<file path="src/pkg/pbw_regs.svh">
`ifndef PBW_REGS_SVH
`define PBW_REGS_SVH

// ============================================================
// register offsets (byte addresses on the plain register port)
`define PBW_CTRL_OFS   4'h0
`define PBW_STAT_OFS   4'h4

// ============================================================
// control register fields (value_select_flags)
`define PBW_SEL_GROSS  0
`define PBW_SEL_NET    1
`define PBW_SEL_TARE   2
`define PBW_SEL_DISP   3
`define PBW_SEL_PRINT  4
`define PBW_CTRL_W     5
`define PBW_CTRL_RST   5'h01

// ============================================================
// status register fields
`define PBW_ST_BUSY    0
`define PBW_ST_PEND    1
`define PBW_ST_TYPE    2
`define PBW_ST_STROBE  5
`define PBW_ST_OE      6

// ============================================================
// display mode codes
`define PBW_DISP_GROSS 2'h0
`define PBW_DISP_NET   2'h1
`define PBW_DISP_TARE  2'h2

// ============================================================
// timing
`define PBW_CLK_KHZ    20000
`define PBW_STROBE_MS  25
`define PBW_GAP_MS     10
`define PBW_STROBE_CYC (`PBW_STROBE_MS * `PBW_CLK_KHZ)
`define PBW_GAP_CYC    (`PBW_GAP_MS * `PBW_CLK_KHZ)
`define PBW_CNT_W      20

`endif
</file>
<file path="src/pkg/pbw_pkg.sv">
`default_nettype none
package pbw_pkg;

  // ============================================================
  // sequencer states
  typedef enum logic [1:0] {
    PBW_IDLE  = 2'b01,
    PBW_SPACE = 2'b10
  } pbw_state_t;

endpackage
`default_nettype wire

</file>
<file path="src/hw/pbw_timer.sv">
`timescale 1ns/1ps
`default_nettype none
`include "pbw_regs.svh"

module pbw_timer #(
  parameter int unsigned CYC = 1
) (
  input  wire logic clk,
  input  wire logic resetn,
  input  wire logic start,
  output logic      active,
  output logic      done
);

  // ============================================================
  // down counter; a start while running retriggers the full width
  logic [`PBW_CNT_W-1:0] cnt_q;
  logic [`PBW_CNT_W-1:0] cnt_d;
  logic                  act_q;
  logic                  act_d;

  always_comb begin
    cnt_d = cnt_q;
    act_d = act_q;
    if (start) begin
      cnt_d = `PBW_CNT_W'(CYC - 1);
      act_d = 1'b1;
    end else if (act_q && cnt_q == '0) begin
      act_d = 1'b0;
    end else if (act_q) begin
      cnt_d = cnt_q - `PBW_CNT_W'(1);
    end
  end

  always_ff @(posedge clk or negedge resetn) begin
    if (!resetn) begin
      cnt_q <= '0;
      act_q <= 1'b0;
    end else begin
      cnt_q <= cnt_d;
      act_q <= act_d;
    end
  end

  assign active = act_q;
  // done must not look at start: start is built from done one level up
  assign done   = act_q && cnt_q == '0;
endmodule // pbw_timer
`default_nettype wire

</file>
<file path="src/hw/pbw_top.sv">
// Contract
// control flags select gross, net, tare, follow-display and print-gated output
// print-gated: port data changes only on a print trigger
// not print-gated: port data updates on each new weight value
// print trigger from front button, serial command or grounded remote input
// output-release low puts all data lines in high impedance
// output-release high again drives the latched data, no new trigger
// print strobe idles low and pulses high for 25 ms per event
// polarity jumper inverts the strobe: idles high, pulses low
// weight-type select outputs show which value is presented
// all three selected: presented in turn, 10 ms apart
// follow-display: port carries the displayed type, follows mode changes
// strobes continue while data lines are released
// trigger during a sequence is held until the sequence ends
// strobe and spacing timed by cycle counters scaled to the clock
`timescale 1ns/1ps
`default_nettype none
`include "pbw_regs.svh"

module pbw_top
  import pbw_pkg::*;
#(
  parameter int unsigned STROBE_CYC = `PBW_STROBE_CYC,
  parameter int unsigned GAP_CYC    = `PBW_GAP_CYC
) (
  input  wire logic        clk,
  input  wire logic        resetn,
  input  wire logic [3:0]  reg_addr,
  input  wire logic [31:0] reg_wdata,
  input  wire logic        reg_wr,
  input  wire logic        reg_rd,
  output logic      [31:0] reg_rdata,
  input  wire logic [23:0] gross_val,
  input  wire logic [23:0] net_val,
  input  wire logic [23:0] tare_val,
  input  wire logic        new_value,
  input  wire logic [1:0]  display_mode,
  input  wire logic        print_button,
  input  wire logic        serial_print_cmd,
  input  wire logic        remote_print_n,
  input  wire logic        output_release_n,
  input  wire logic        strobe_polarity_jumper_a,
  input  wire logic        strobe_polarity_jumper_b,
  output logic      [23:0] bcd_data_o,
  output logic             bcd_data_oe,
  output logic      [2:0]  type_sel,
  output logic             print_strobe
);

  // ============================================================
  // helpers
  function automatic logic [2:0] mode_mask(input logic [1:0] m);
    unique case (m)
      `PBW_DISP_GROSS: mode_mask = 3'h1;
      `PBW_DISP_NET:   mode_mask = 3'h2;
      `PBW_DISP_TARE:  mode_mask = 3'h4;
      default:         mode_mask = 3'h0;
    endcase
  endfunction

  function automatic logic [2:0] first_bit(input logic [2:0] m);
    first_bit = m & (~m + 3'h1);
  endfunction

  function automatic logic [23:0] pick_val(input logic [2:0] t);
    pick_val = t[`PBW_SEL_TARE] ? tare_val
             : t[`PBW_SEL_NET]  ? net_val : gross_val;
  endfunction

  // ============================================================
  // register port
  logic [`PBW_CTRL_W-1:0] ctrl_q;
  logic [`PBW_CTRL_W-1:0] ctrl_d;
  logic [31:0]            rdata_q;
  logic [31:0]            rdata_d;
  logic [31:0]            status;

  pbw_state_t  state_q;
  pbw_state_t  state_d;
  logic        pending;
  logic        print_evt;
  logic        str_active;
  logic        gap_done;
  logic [23:0] data_q;
  logic [23:0] data_d;
  logic [2:0]  type_q;
  logic [2:0]  type_d;
  logic [2:0]  remain_q;
  logic [2:0]  remain_d;
  logic        oe_q;
  logic        oe_d;
  logic        strobe_q;
  logic        strobe_d;
  logic [1:0]  disp_q;
  logic [1:0]  disp_d;

  always_comb begin
    status = '0;
    status[`PBW_ST_BUSY]                = state_q == PBW_SPACE;
    status[`PBW_ST_PEND]                = pending;
    status[`PBW_ST_TYPE+2:`PBW_ST_TYPE] = type_q;
    status[`PBW_ST_STROBE]              = str_active;
    status[`PBW_ST_OE]                  = oe_q;
  end

  always_comb begin
    ctrl_d  = ctrl_q;
    rdata_d = '0;
    if (reg_wr && reg_addr == `PBW_CTRL_OFS) begin
      ctrl_d = reg_wdata[`PBW_CTRL_W-1:0];
    end
    if (reg_rd) begin
      unique case (reg_addr)
        `PBW_CTRL_OFS: rdata_d = {{(32-`PBW_CTRL_W){1'b0}}, ctrl_q};
        `PBW_STAT_OFS: rdata_d = status;
        default:       rdata_d = '0;
      endcase
    end
  end

  always_ff @(posedge clk or negedge resetn) begin
    if (!resetn) begin
      ctrl_q  <= `PBW_CTRL_RST;
      rdata_q <= '0;
    end else begin
      ctrl_q  <= ctrl_d;
      rdata_q <= rdata_d;
    end
  end

  assign reg_rdata = rdata_q;

  // ============================================================
  // triggers
  logic gated;
  logic follow;
  logic disp_change;
  logic take;

  assign gated       = ctrl_q[`PBW_SEL_PRINT];
  assign follow      = ctrl_q[`PBW_SEL_DISP];
  // a display mode change counts as fresh data when following the display
  assign disp_change = follow && (display_mode != disp_q);
  assign take        = (state_q == PBW_IDLE) && pending;

  pbw_trig u_trig (
    .clk              (clk),
    .resetn           (resetn),
    .print_button     (print_button),
    .serial_print_cmd (serial_print_cmd),
    .remote_print_n   (remote_print_n),
    .gated            (gated),
    .new_value        (new_value),
    .disp_change      (disp_change),
    .take             (take),
    .pending          (pending),
    .print_evt        (print_evt)
  );

  // ============================================================
  // sequencer
  logic [2:0] start_mask;
  logic [2:0] cur;
  logic       step;
  logic       seq_start;

  always_comb begin
    start_mask = follow ? mode_mask(display_mode)
                        : ctrl_q[`PBW_SEL_TARE:`PBW_SEL_GROSS];
    seq_start  = take && start_mask != 3'h0;
    state_d    = state_q;
    data_d     = data_q;
    type_d     = type_q;
    remain_d   = remain_q;
    cur        = 3'h0;
    step       = 1'b0;
    disp_d     = display_mode;
    unique case (state_q)
      PBW_IDLE: begin
        if (seq_start) begin
          cur  = first_bit(start_mask);
          step = 1'b1;
          remain_d = start_mask & ~cur;
        end
      end
      PBW_SPACE: begin
        if (gap_done) begin
          cur  = first_bit(remain_q);
          step = 1'b1;
          remain_d = remain_q & ~cur;
        end
      end
      default: begin
        state_d = PBW_IDLE;
      end
    endcase
    if (step) begin
      // data only moves here, so gating holds the last value in between
      data_d  = pick_val(cur); // see R02
      type_d  = cur;
      state_d = (remain_d != 3'h0) ? PBW_SPACE : PBW_IDLE;
    end
  end

  always_ff @(posedge clk or negedge resetn) begin
    if (!resetn) begin
      state_q  <= PBW_IDLE;
      data_q   <= '0;
      type_q   <= 3'h0;
      remain_q <= 3'h0;
      disp_q   <= 2'h0;
    end else begin
      state_q  <= state_d;
      data_q   <= data_d;
      type_q   <= type_d;
      remain_q <= remain_d;
      disp_q   <= disp_d;
    end
  end

  pbw_timer #(.CYC(GAP_CYC)) u_gap (
    .clk    (clk),
    .resetn (resetn),
    .start  (step && remain_d != 3'h0), // see R10
    .active (),
    .done   (gap_done)
  );

  // ============================================================
  // strobe and pin drive
  logic invert;

  // one strobe per sequence; rapid continuous updates retrigger and stretch it
  pbw_timer #(.CYC(STROBE_CYC)) u_strobe (
    .clk    (clk),
    .resetn (resetn),
    .start  (seq_start), // see R07
    .active (str_active),
    .done   ()
  );

  assign invert = strobe_polarity_jumper_b && !strobe_polarity_jumper_a;

  always_comb begin
    strobe_d = str_active ^ invert; // see R07 see R08
    oe_d     = output_release_n; // see R05
  end

  always_ff @(posedge clk or negedge resetn) begin
    if (!resetn) begin
      strobe_q <= 1'b0;
      oe_q     <= 1'b0;
    end else begin
      strobe_q <= strobe_d;
      oe_q     <= oe_d;
    end
  end

  assign bcd_data_o   = data_q;
  assign bcd_data_oe  = oe_q;
  assign type_sel     = type_q;
  assign print_strobe = strobe_q;

  // ============================================================
  // checks
  // cycles since the last value step, kept only for the spacing check
  logic [`PBW_CNT_W-1:0] since_q;
  logic [`PBW_CNT_W-1:0] since_d;

  always_comb begin
    since_d = since_q;
    if (step) begin
      since_d = '0;
    end else if (since_q != '1) begin
      since_d = since_q + `PBW_CNT_W'(1);
    end
  end

  always_ff @(posedge clk or negedge resetn) begin
    if (!resetn) begin
      since_q <= '0;
    end else begin
      since_q <= since_d;
    end
  end
endmodule // pbw_top
`default_nettype wire

</file>
<file path="src/hw/pbw_trig.sv">
`timescale 1ns/1ps
`default_nettype none

module pbw_trig (
  input  wire logic clk,
  input  wire logic resetn,
  input  wire logic print_button,
  input  wire logic serial_print_cmd,
  input  wire logic remote_print_n,
  input  wire logic gated,
  input  wire logic new_value,
  input  wire logic disp_change,
  input  wire logic take,
  output logic      pending,
  output logic      print_evt
);

  // ============================================================
  // trigger collection and hold
  logic btn_q;
  logic btn_d;
  logic rem_q;
  logic rem_d;
  logic pend_q;
  logic pend_d;
  logic evt;

  always_comb begin
    btn_d = print_button;
    rem_d = remote_print_n;
    // button press edge, serial command pulse, remote contact closing to ground
    print_evt = (print_button && !btn_q) || serial_print_cmd
                || (!remote_print_n && rem_q);
    evt = print_evt || (!gated && (new_value || disp_change)); // see R02
    // a new event in the take cycle re-arms, so nothing is lost
    pend_d = evt || (pend_q && !take);
  end

  always_ff @(posedge clk or negedge resetn) begin
    if (!resetn) begin
      btn_q  <= 1'b0;
      rem_q  <= 1'b1;
      pend_q <= 1'b0;
    end else begin
      btn_q  <= btn_d;
      rem_q  <= rem_d;
      pend_q <= pend_d;
    end
  end

  assign pending = pend_q;
endmodule // pbw_trig
`default_nettype wire

</file>
<file path="config.mk">
export PLATFORM = sky130hd
export DESIGN_NAME = pbw_top
export DESIGN_NICKNAME = d
export VERILOG_FILES = /design/src/pkg/pbw_pkg.sv /design/src/hw/pbw_timer.sv /design/src/hw/pbw_top.sv /design/src/hw/pbw_trig.sv
export VERILOG_INCLUDE_DIRS = /design/src /design/src/pkg
export SDC_FILE = /design/constraint.sdc
export NUM_CORES = 1
export LEC_CHECK = 0
export BUFFER_PORTS_ARGS = -buffer_cell sky130_fd_sc_hd__clkbuf_2
export CELL_PAD_IN_SITES_DETAIL_PLACEMENT = 0
export CELL_PAD_IN_SITES_GLOBAL_PLACEMENT = 1
export CORE_ASPECT_RATIO = 1.5
export CORE_UTILIZATION = 33
export CTS_CLUSTER_DIAMETER = 80
export DETAILED_ROUTE_END_ITERATION = 10
export PLACE_DENSITY_LB_ADDON = 0.25
export SLEW_MARGIN = 20
export SYNTH_ARGS = -nofsm -noshare
export SYNTH_HDL_FRONTEND = slang
export SYNTH_SLANG_ARGS = --single-unit
</file>
<file path="constraint.sdc">
create_clock -name clk -period 7.8 [get_ports clk]
set_clock_uncertainty 0.05 [all_clocks]
set_input_delay 0.39 -clock clk [delete_from_list [all_inputs] [get_ports clk]]
set_output_delay 0.39 -clock clk [all_outputs]
set_load 0.05 [all_outputs]
</file>
* Word level (Yosys, flattened, before mapping)
Index checks and enable logic that the tools add are counted.
Storage, ports and cells: output and inout bits 61, bits in registers 118, logic and storage cells 101, input bits 121
Cells by class: reduce and logical (&&, ||, !) cells 35, bitwise gates (word level) 9, mux-type cells 28, $add $sub $neg 4, equal/unequal tests 9
Operators with widths (count):
- 20-bit two-way mux | 6
- 24-bit two-way mux | 2
- 20-bit zero test | 2
- 20-bit by 1-bit subtractor with 20-bit output, second input constant | 2
- 3-bit two-way mux | 5
- 7-bit one-hot mux with 2 select lines | 1
- 3-bit bitwise AND | 4
- 1-bit logical AND | 12
- 3-bit NOT | 4
- 3-bit one-hot mux with 2 select lines | 2
- 3-bit one-hot mux with 3 select lines | 1
- 2-bit nonzero test | 4
- 7-bit two-way mux | 1
- 3-bit by 1-bit adder with 3-bit output, second input constant | 2
- 1-bit two-way mux | 6
- 2-bit two-way mux | 3
- 3-bit nonzero test | 2
- 1-bit zero test | 5
- 1-bit logical OR | 5
- 2-bit by 1-bit equality test with 1-bit output, second input constant | 2
- 2-bit equality test, second input constant | 2
- 4-bit by 3-bit equality test with 1-bit output, second input constant | 1
- 4-bit zero test | 1
- 2-bit by 1-bit != test with 1-bit output, second input constant | 2
- other kinds (7) | 8

* Logic depth before layout (Yosys ltp)
depth in word-level cells 14, mapped depth 10, mapped depth without buffers 7

* Cells and area by module
From an unflattened synthesis, not the netlist that was laid out.
Second synthesis, totals: cell total of the unflattened synthesis 584, area total of the unflattened synthesis 5620.4 µm²
Modules (own cells, without submodules):
- pbw_top | cells each 309, instances 1, area each 2975.4 µm², seq. area each 1203.7 µm²
- pbw_timer (u_strobe) | cells each 130, instances 1, area each 1275.0 µm², seq. area each 525.5 µm²
- pbw_timer (u_gap) | cells each 135, instances 1, area each 1256.2 µm², seq. area each 525.5 µm²
- pbw_trig | cells each 10, instances 1, area each 113.9 µm², seq. area each 76.3 µm²

* Least setup slack after synthesis
No wires, ideal clock.
path type register to register, from register state_q[0], to register data_q[10] (netlist: bcd_data_o[10]), cell stages (with the launch flop) 11, setup slack 5142 ps, clock period less this slack 2658 ps, setup time 87 ps, arrival 2521 ps, path buffers 3, data required time 7663 ps, path through dfstp_2 -> inv_1 -> ha_1 -> clkbuf_1 -> or4bb_1 -> nor3_1 -> a21o_1 -> buf_2 -> clkbuf_1 -> nor2_1 -> a211oi_2
Between the ends: word-level cells in the longest chain between the ends 7, elaborated cells between the ends (all ways) 10, classes of those cells eq/ne: 2; mux: 6; reduce/logical: 2
RTL lines:
- start, declared | RTL line pbw_top.sv:78 | pbw_state_t state_q;
- start signal, assigned | RTL line pbw_top.sv:213 | state_q <= state_d;
- 2-bit by 1-bit equality test with 1-bit output | RTL line pbw_top.sv:144, pbw_top.sv:178
- 1-bit logical AND | RTL line pbw_top.sv:144 | assign take = (state_q == PBW_IDLE) && pending;
- 1-bit logical AND | RTL line pbw_top.sv:170 | seq_start = take && start_mask != 3'h0;
- 3-bit two-way mux | RTL line pbw_top.sv:180 | if (seq_start) begin
- 3-bit one-hot mux with 2 select lines | RTL line pbw_top.sv:178 | unique case (state_q)
- 24-bit two-way mux | RTL line pbw_top.sv:67 | : t[`PBW_SEL_NET] ? net_val : gross_val;
- 24-bit two-way mux | RTL line pbw_top.sv:66 | pick_val = t[`PBW_SEL_TARE] ? tare_val
- end signal, assigned | RTL line pbw_top.sv:214 | data_q <= data_d;
- end, declared | RTL line pbw_top.sv:84 | logic [23:0] data_q;
Parallel ways exist; a longest one is shown, timed or not. A chain may end at the register's enable or synchronous reset.

* Worst setup path in the final report
from register u_gap.cnt_q[15], to register data_q[5] (netlist: bcd_data_o[5])
Between the ends: word-level cells in the longest chain between the ends 6, elaborated cells between the ends (all ways) 8, classes of those cells mux: 6; reduce/logical: 2
RTL lines:
- start, declared | RTL line pbw_timer.sv:17 | logic [`PBW_CNT_W-1:0] cnt_q;
- start signal, assigned | RTL line pbw_timer.sv:40 | cnt_q <= cnt_d;
- 20-bit zero test (*) | RTL line pbw_timer.sv:47 | assign done = act_q && cnt_q == '0;
- 1-bit logical AND (*) | RTL line pbw_timer.sv:47
- 3-bit two-way mux | RTL line pbw_top.sv:187 | if (gap_done) begin
- 3-bit one-hot mux with 2 select lines | RTL line pbw_top.sv:178
- 24-bit two-way mux | RTL line pbw_top.sv:67
- 24-bit two-way mux | RTL line pbw_top.sv:66
Mark *: on every way between the ends. The rest lies on a longest branch, timed or not.

==> impl_results.md <==
- Place WS: 4.345 ns
- Status: finished clean
- DR WL/cell: 15.71 um
- Largest net degree at the start of global routing: 61
- H-tree depth: 3
- Ys async rst share: 100.0%
- Area of the multi-input gates: 2790 um^2
- CP peak stage delay: 1.09 ns
- Dpl hpwl: 9.857 mm
- CP delay by family, top: simple AND/OR/NAND/NOR gates
- Unique masters post-synth: 69
- Number of DRC markers in iteration 0: 151
- Clock power frac: 39.6%
- Clock root cell: clkbuf_16
- RSZ-0062 raised after global routing: no
- Final worst path period share: 43.55%
- Port-buffer cells: 129
- Synthesis-to-finish area growth: 18.66%
- Crit. End Element: flop
- Layout cell share with drive strength beyond 1: 29.36%
- Final hold vios: 0
- Maxcap violations: 0
- Int Pwr: 0.0007673 W
- First-pass GRT wire length: 21.58 mm
- Post-synthesis register bit count: 93
- Clk slew on worst S/H paths: 0.07 ns
- Post-layout minimum cycle time: 3.397 ns
- Mean area per synthesized cell: 10.09 um^2
- Cell area after synthesis: 5418 um^2
- CTS tree: done
- Final Net Count: 775
- Worst Max-Slew Pin Slew: 0.9965 ns
- Logic pwr share: 12.5%
- Core area: 16120 um^2
- Post-Syn Instances: 537
- Vias in the first global route: 4420
- Initial core utilization: 33.61%
- Pwr/cell area: 166.1 nW/um^2
- Routed Antenna Nets: 0
- Sequential share of the synthesized area: 43.03%
- Total CTS buffers: 9
- Syn. warnings: 0
- Vias per cell: 5.121
- Total wire length: 13.51 mm
- Fill cells: 1648
- Startpoint Class: flop
- Antenna violations before repair: 0
- Hold WC Path Type: in -> reg
- Setup ws final: 4.403 ns
- Setup TNS: 0 ns
- Sw power: 0.0003002 W
- Sw Share: 28.13%
- Max FO, Critical Path: 26
- Post-CTS setup buffers: 0
- Buffers plus inverters on the worst setup path: 0
- Fmax: 294.4 MHz
- Die height: 158.9 um
- Crit path required time: 7.99 ns
- Vias post-DR: 4404
- Initial DRT Pass Iterations: 4
- Setup Viol. Count Final: 0
- Worst Path Arrival: 3.59 ns
- IO Pins: 182
- Crit path kind: reg -> reg
- # DRC: 0
- EDFF count, synth: 0
- Slowest cell on the critical path: or4_1
- DP Area: 6106 um^2
- Clk_lat worst skew: 0.34 ns
- Die W: 106.6 um
- Row cnt: 57
- Seq pwr share: 47.9%
- Overflow after GRT: 0
- Pins Over Slew Limit: 0
- Flop-to-flop setup slack: 4.40 ns
- Register area: 2331 um^2
- GP Congestion: 0.7697
- Antenna Cells: 0
- Clk sinks: 93
- Total Routing Usage GR: 16.06%
- CP cell instances: nor4_2, nand4b_2, or4_1, and4_4, a211oi_1
- Worst vdd ir: 0.09048 mV
- Slew headroom: 33.57%
- Die area: 16940 um^2
- Gates resized, CTS repair: 0
- Pleak: 2.735 nW
- Maximum clock insertion buffer count: 2
- Design area: 6429 um^2
- Ys flop type: dfrtp_1
==> registers in the layout, indices dropped and copies added, names as in the netlist <==
register and flops:
bcd_data_o 24, u_gap.cnt_q 20, u_strobe.cnt_q 20, reg_rdata 7
ctrl_q 5, remain_q 3, type_sel 3, disp_q 2
state_q 2, bcd_data_oe 1, print_strobe 1, u_gap.active 1
u_strobe.active 1, u_trig.btn_q 1, u_trig.pending 1, u_trig.rem_q 1
==> cells in the final DEF, fill, tap and decap left out, types with 5 or more instances in the layout <==
cell       netlist  layout
a21oi_1         14      13
nand2_1         27      27
xor2_1          13      13
mux2_2           6       6
conb_1           1      25
or3_1            7       7
clkbuf_2         1     128
nand3_1         20      20
xnor2_1         19      19
a211oi_2        20      20
and3_1          12      12
nor2_1          49      49
nor3_1          12      11
or4_1            8       8
dfrtp_1         90      90
ha_1             5       5
clkbuf_16        0       9
o31ai_1          5       5
mux2i_1         29      29
o21ai_0          8       8
nor4_1          13      13
inv_1           15      15
a211oi_1        33      33
==> power by group through the flow <==
stage	registers, W	clock network [W]	logic, W
floorplan	0.000543	0	0.0000716
global placement	0.000520	0	0.000133
detailed placement	0.000521	0	0.000134
CTS	0.000512	0.000436	0.000135
global route	0.000514	0.000456	0.000143
finish	0.000512	0.000423	0.000133
==> metal layers <==
metal  vias to the layer above  track usage [%]  part of all wire (%)
met5                         -                0                     0
met4                         0            6.164                   1.9
met3                        18            2.709                   3.4
met2                        89            30.50                    55
met1                      2150            17.27                    40
li1                       2147                -                     -
==> cell usage after synthesis (all sizes together) (11+ instances only) <==
library cell	number	area (um^2)
inv	15	56.30
dfrtp	90	2252
xnor2	19	166.4
nor2	49	183.9
nand2	27	101.4
nor4	17	140.1
mux2i	29	290.3
o21ai	11	58.81
nand3	20	100.1
a211oi	53	498.0
clkbuf	21	80.07
buf	36	270.3
and3	12	75.07
nor3	13	76.33
xor2	13	113.9
a21oi	14	70.07
==> stage by stage <==
| stage | instances | utilization [%] | total power [W] | hold slack (ns) |
|---|---|---|---|---|
| 2_1_floorplan | 561 | - | 0.0006142 | 0.04441 |
| 6_report | 860 | 39.89 | 0.001068 | 0.1022 |
| 5_1_grt | 860 | 39.89 | 0.001112 | 0.08596 |
| 3_5_place_dp | 842 | 37.88 | 0.0006552 | 0.3153 |
| 4_1_cts | 859 | 39.71 | 0.001083 | 0.09467 |
| 3_3_place_gp | 842 | 37.86 | 0.0006534 | 0.3100 |
==> worst paths after layout <==
check                                       startpoint                   endpoint  cells after the start
min in group asynchronous                       resetn     reg_rdata[6]$_DFF_PN0_                      2
min                                     remote_print_n     u_trig.rem_q$_DFF_PN1_                      1
max reg2reg                u_gap.cnt_q[15]$_DFFE_PN0P_  bcd_data_o[5]$_DFFE_PN0P_                      5
max in group asynchronous                       resetn    type_sel[0]$_DFFE_PN0P_                      3
min reg2reg                      bcd_data_oe$_DFF_PN0_     reg_rdata[6]$_DFF_PN0_                      1
max                        u_gap.cnt_q[15]$_DFFE_PN0P_  bcd_data_o[5]$_DFFE_PN0P_                      5
==> what timing repair did <==
action	4_1_cts	5_1_grt
endpoints found under the hold margin	31	0
hold buffers	1	0
endpoints found under the setup margin	0	0
==> area by class of cell <==
cell class | count | share of cell area (%)
multi-input combinational | 396 | 43.40
tap | 206 | 4.009
timing repair buffer | 134 | 11.02
clock inverter | 6 | 0.7201
inverter | 15 | 0.8758
clock buffer | 10 | 3.717
sequential | 93 | 36.26
==> cell families (layout without fill, tap and decap cells) <==
logic type,after synthesis,after routing,share of synthesized area (%)
flip-flops,93,93,43.03
XOR/XNOR,32,32,5.173
adder cells (fa/ha/maj),5,5,1.155
AO/OA/AOI/OAI,114,114,17.25
multiplexers,35,35,6.605
buffers and inverters,72,165,7.506
other,1,25,0.06922
AND/OR/NAND/NOR,185,185,19.22
(Power assumes the default switching activity.)
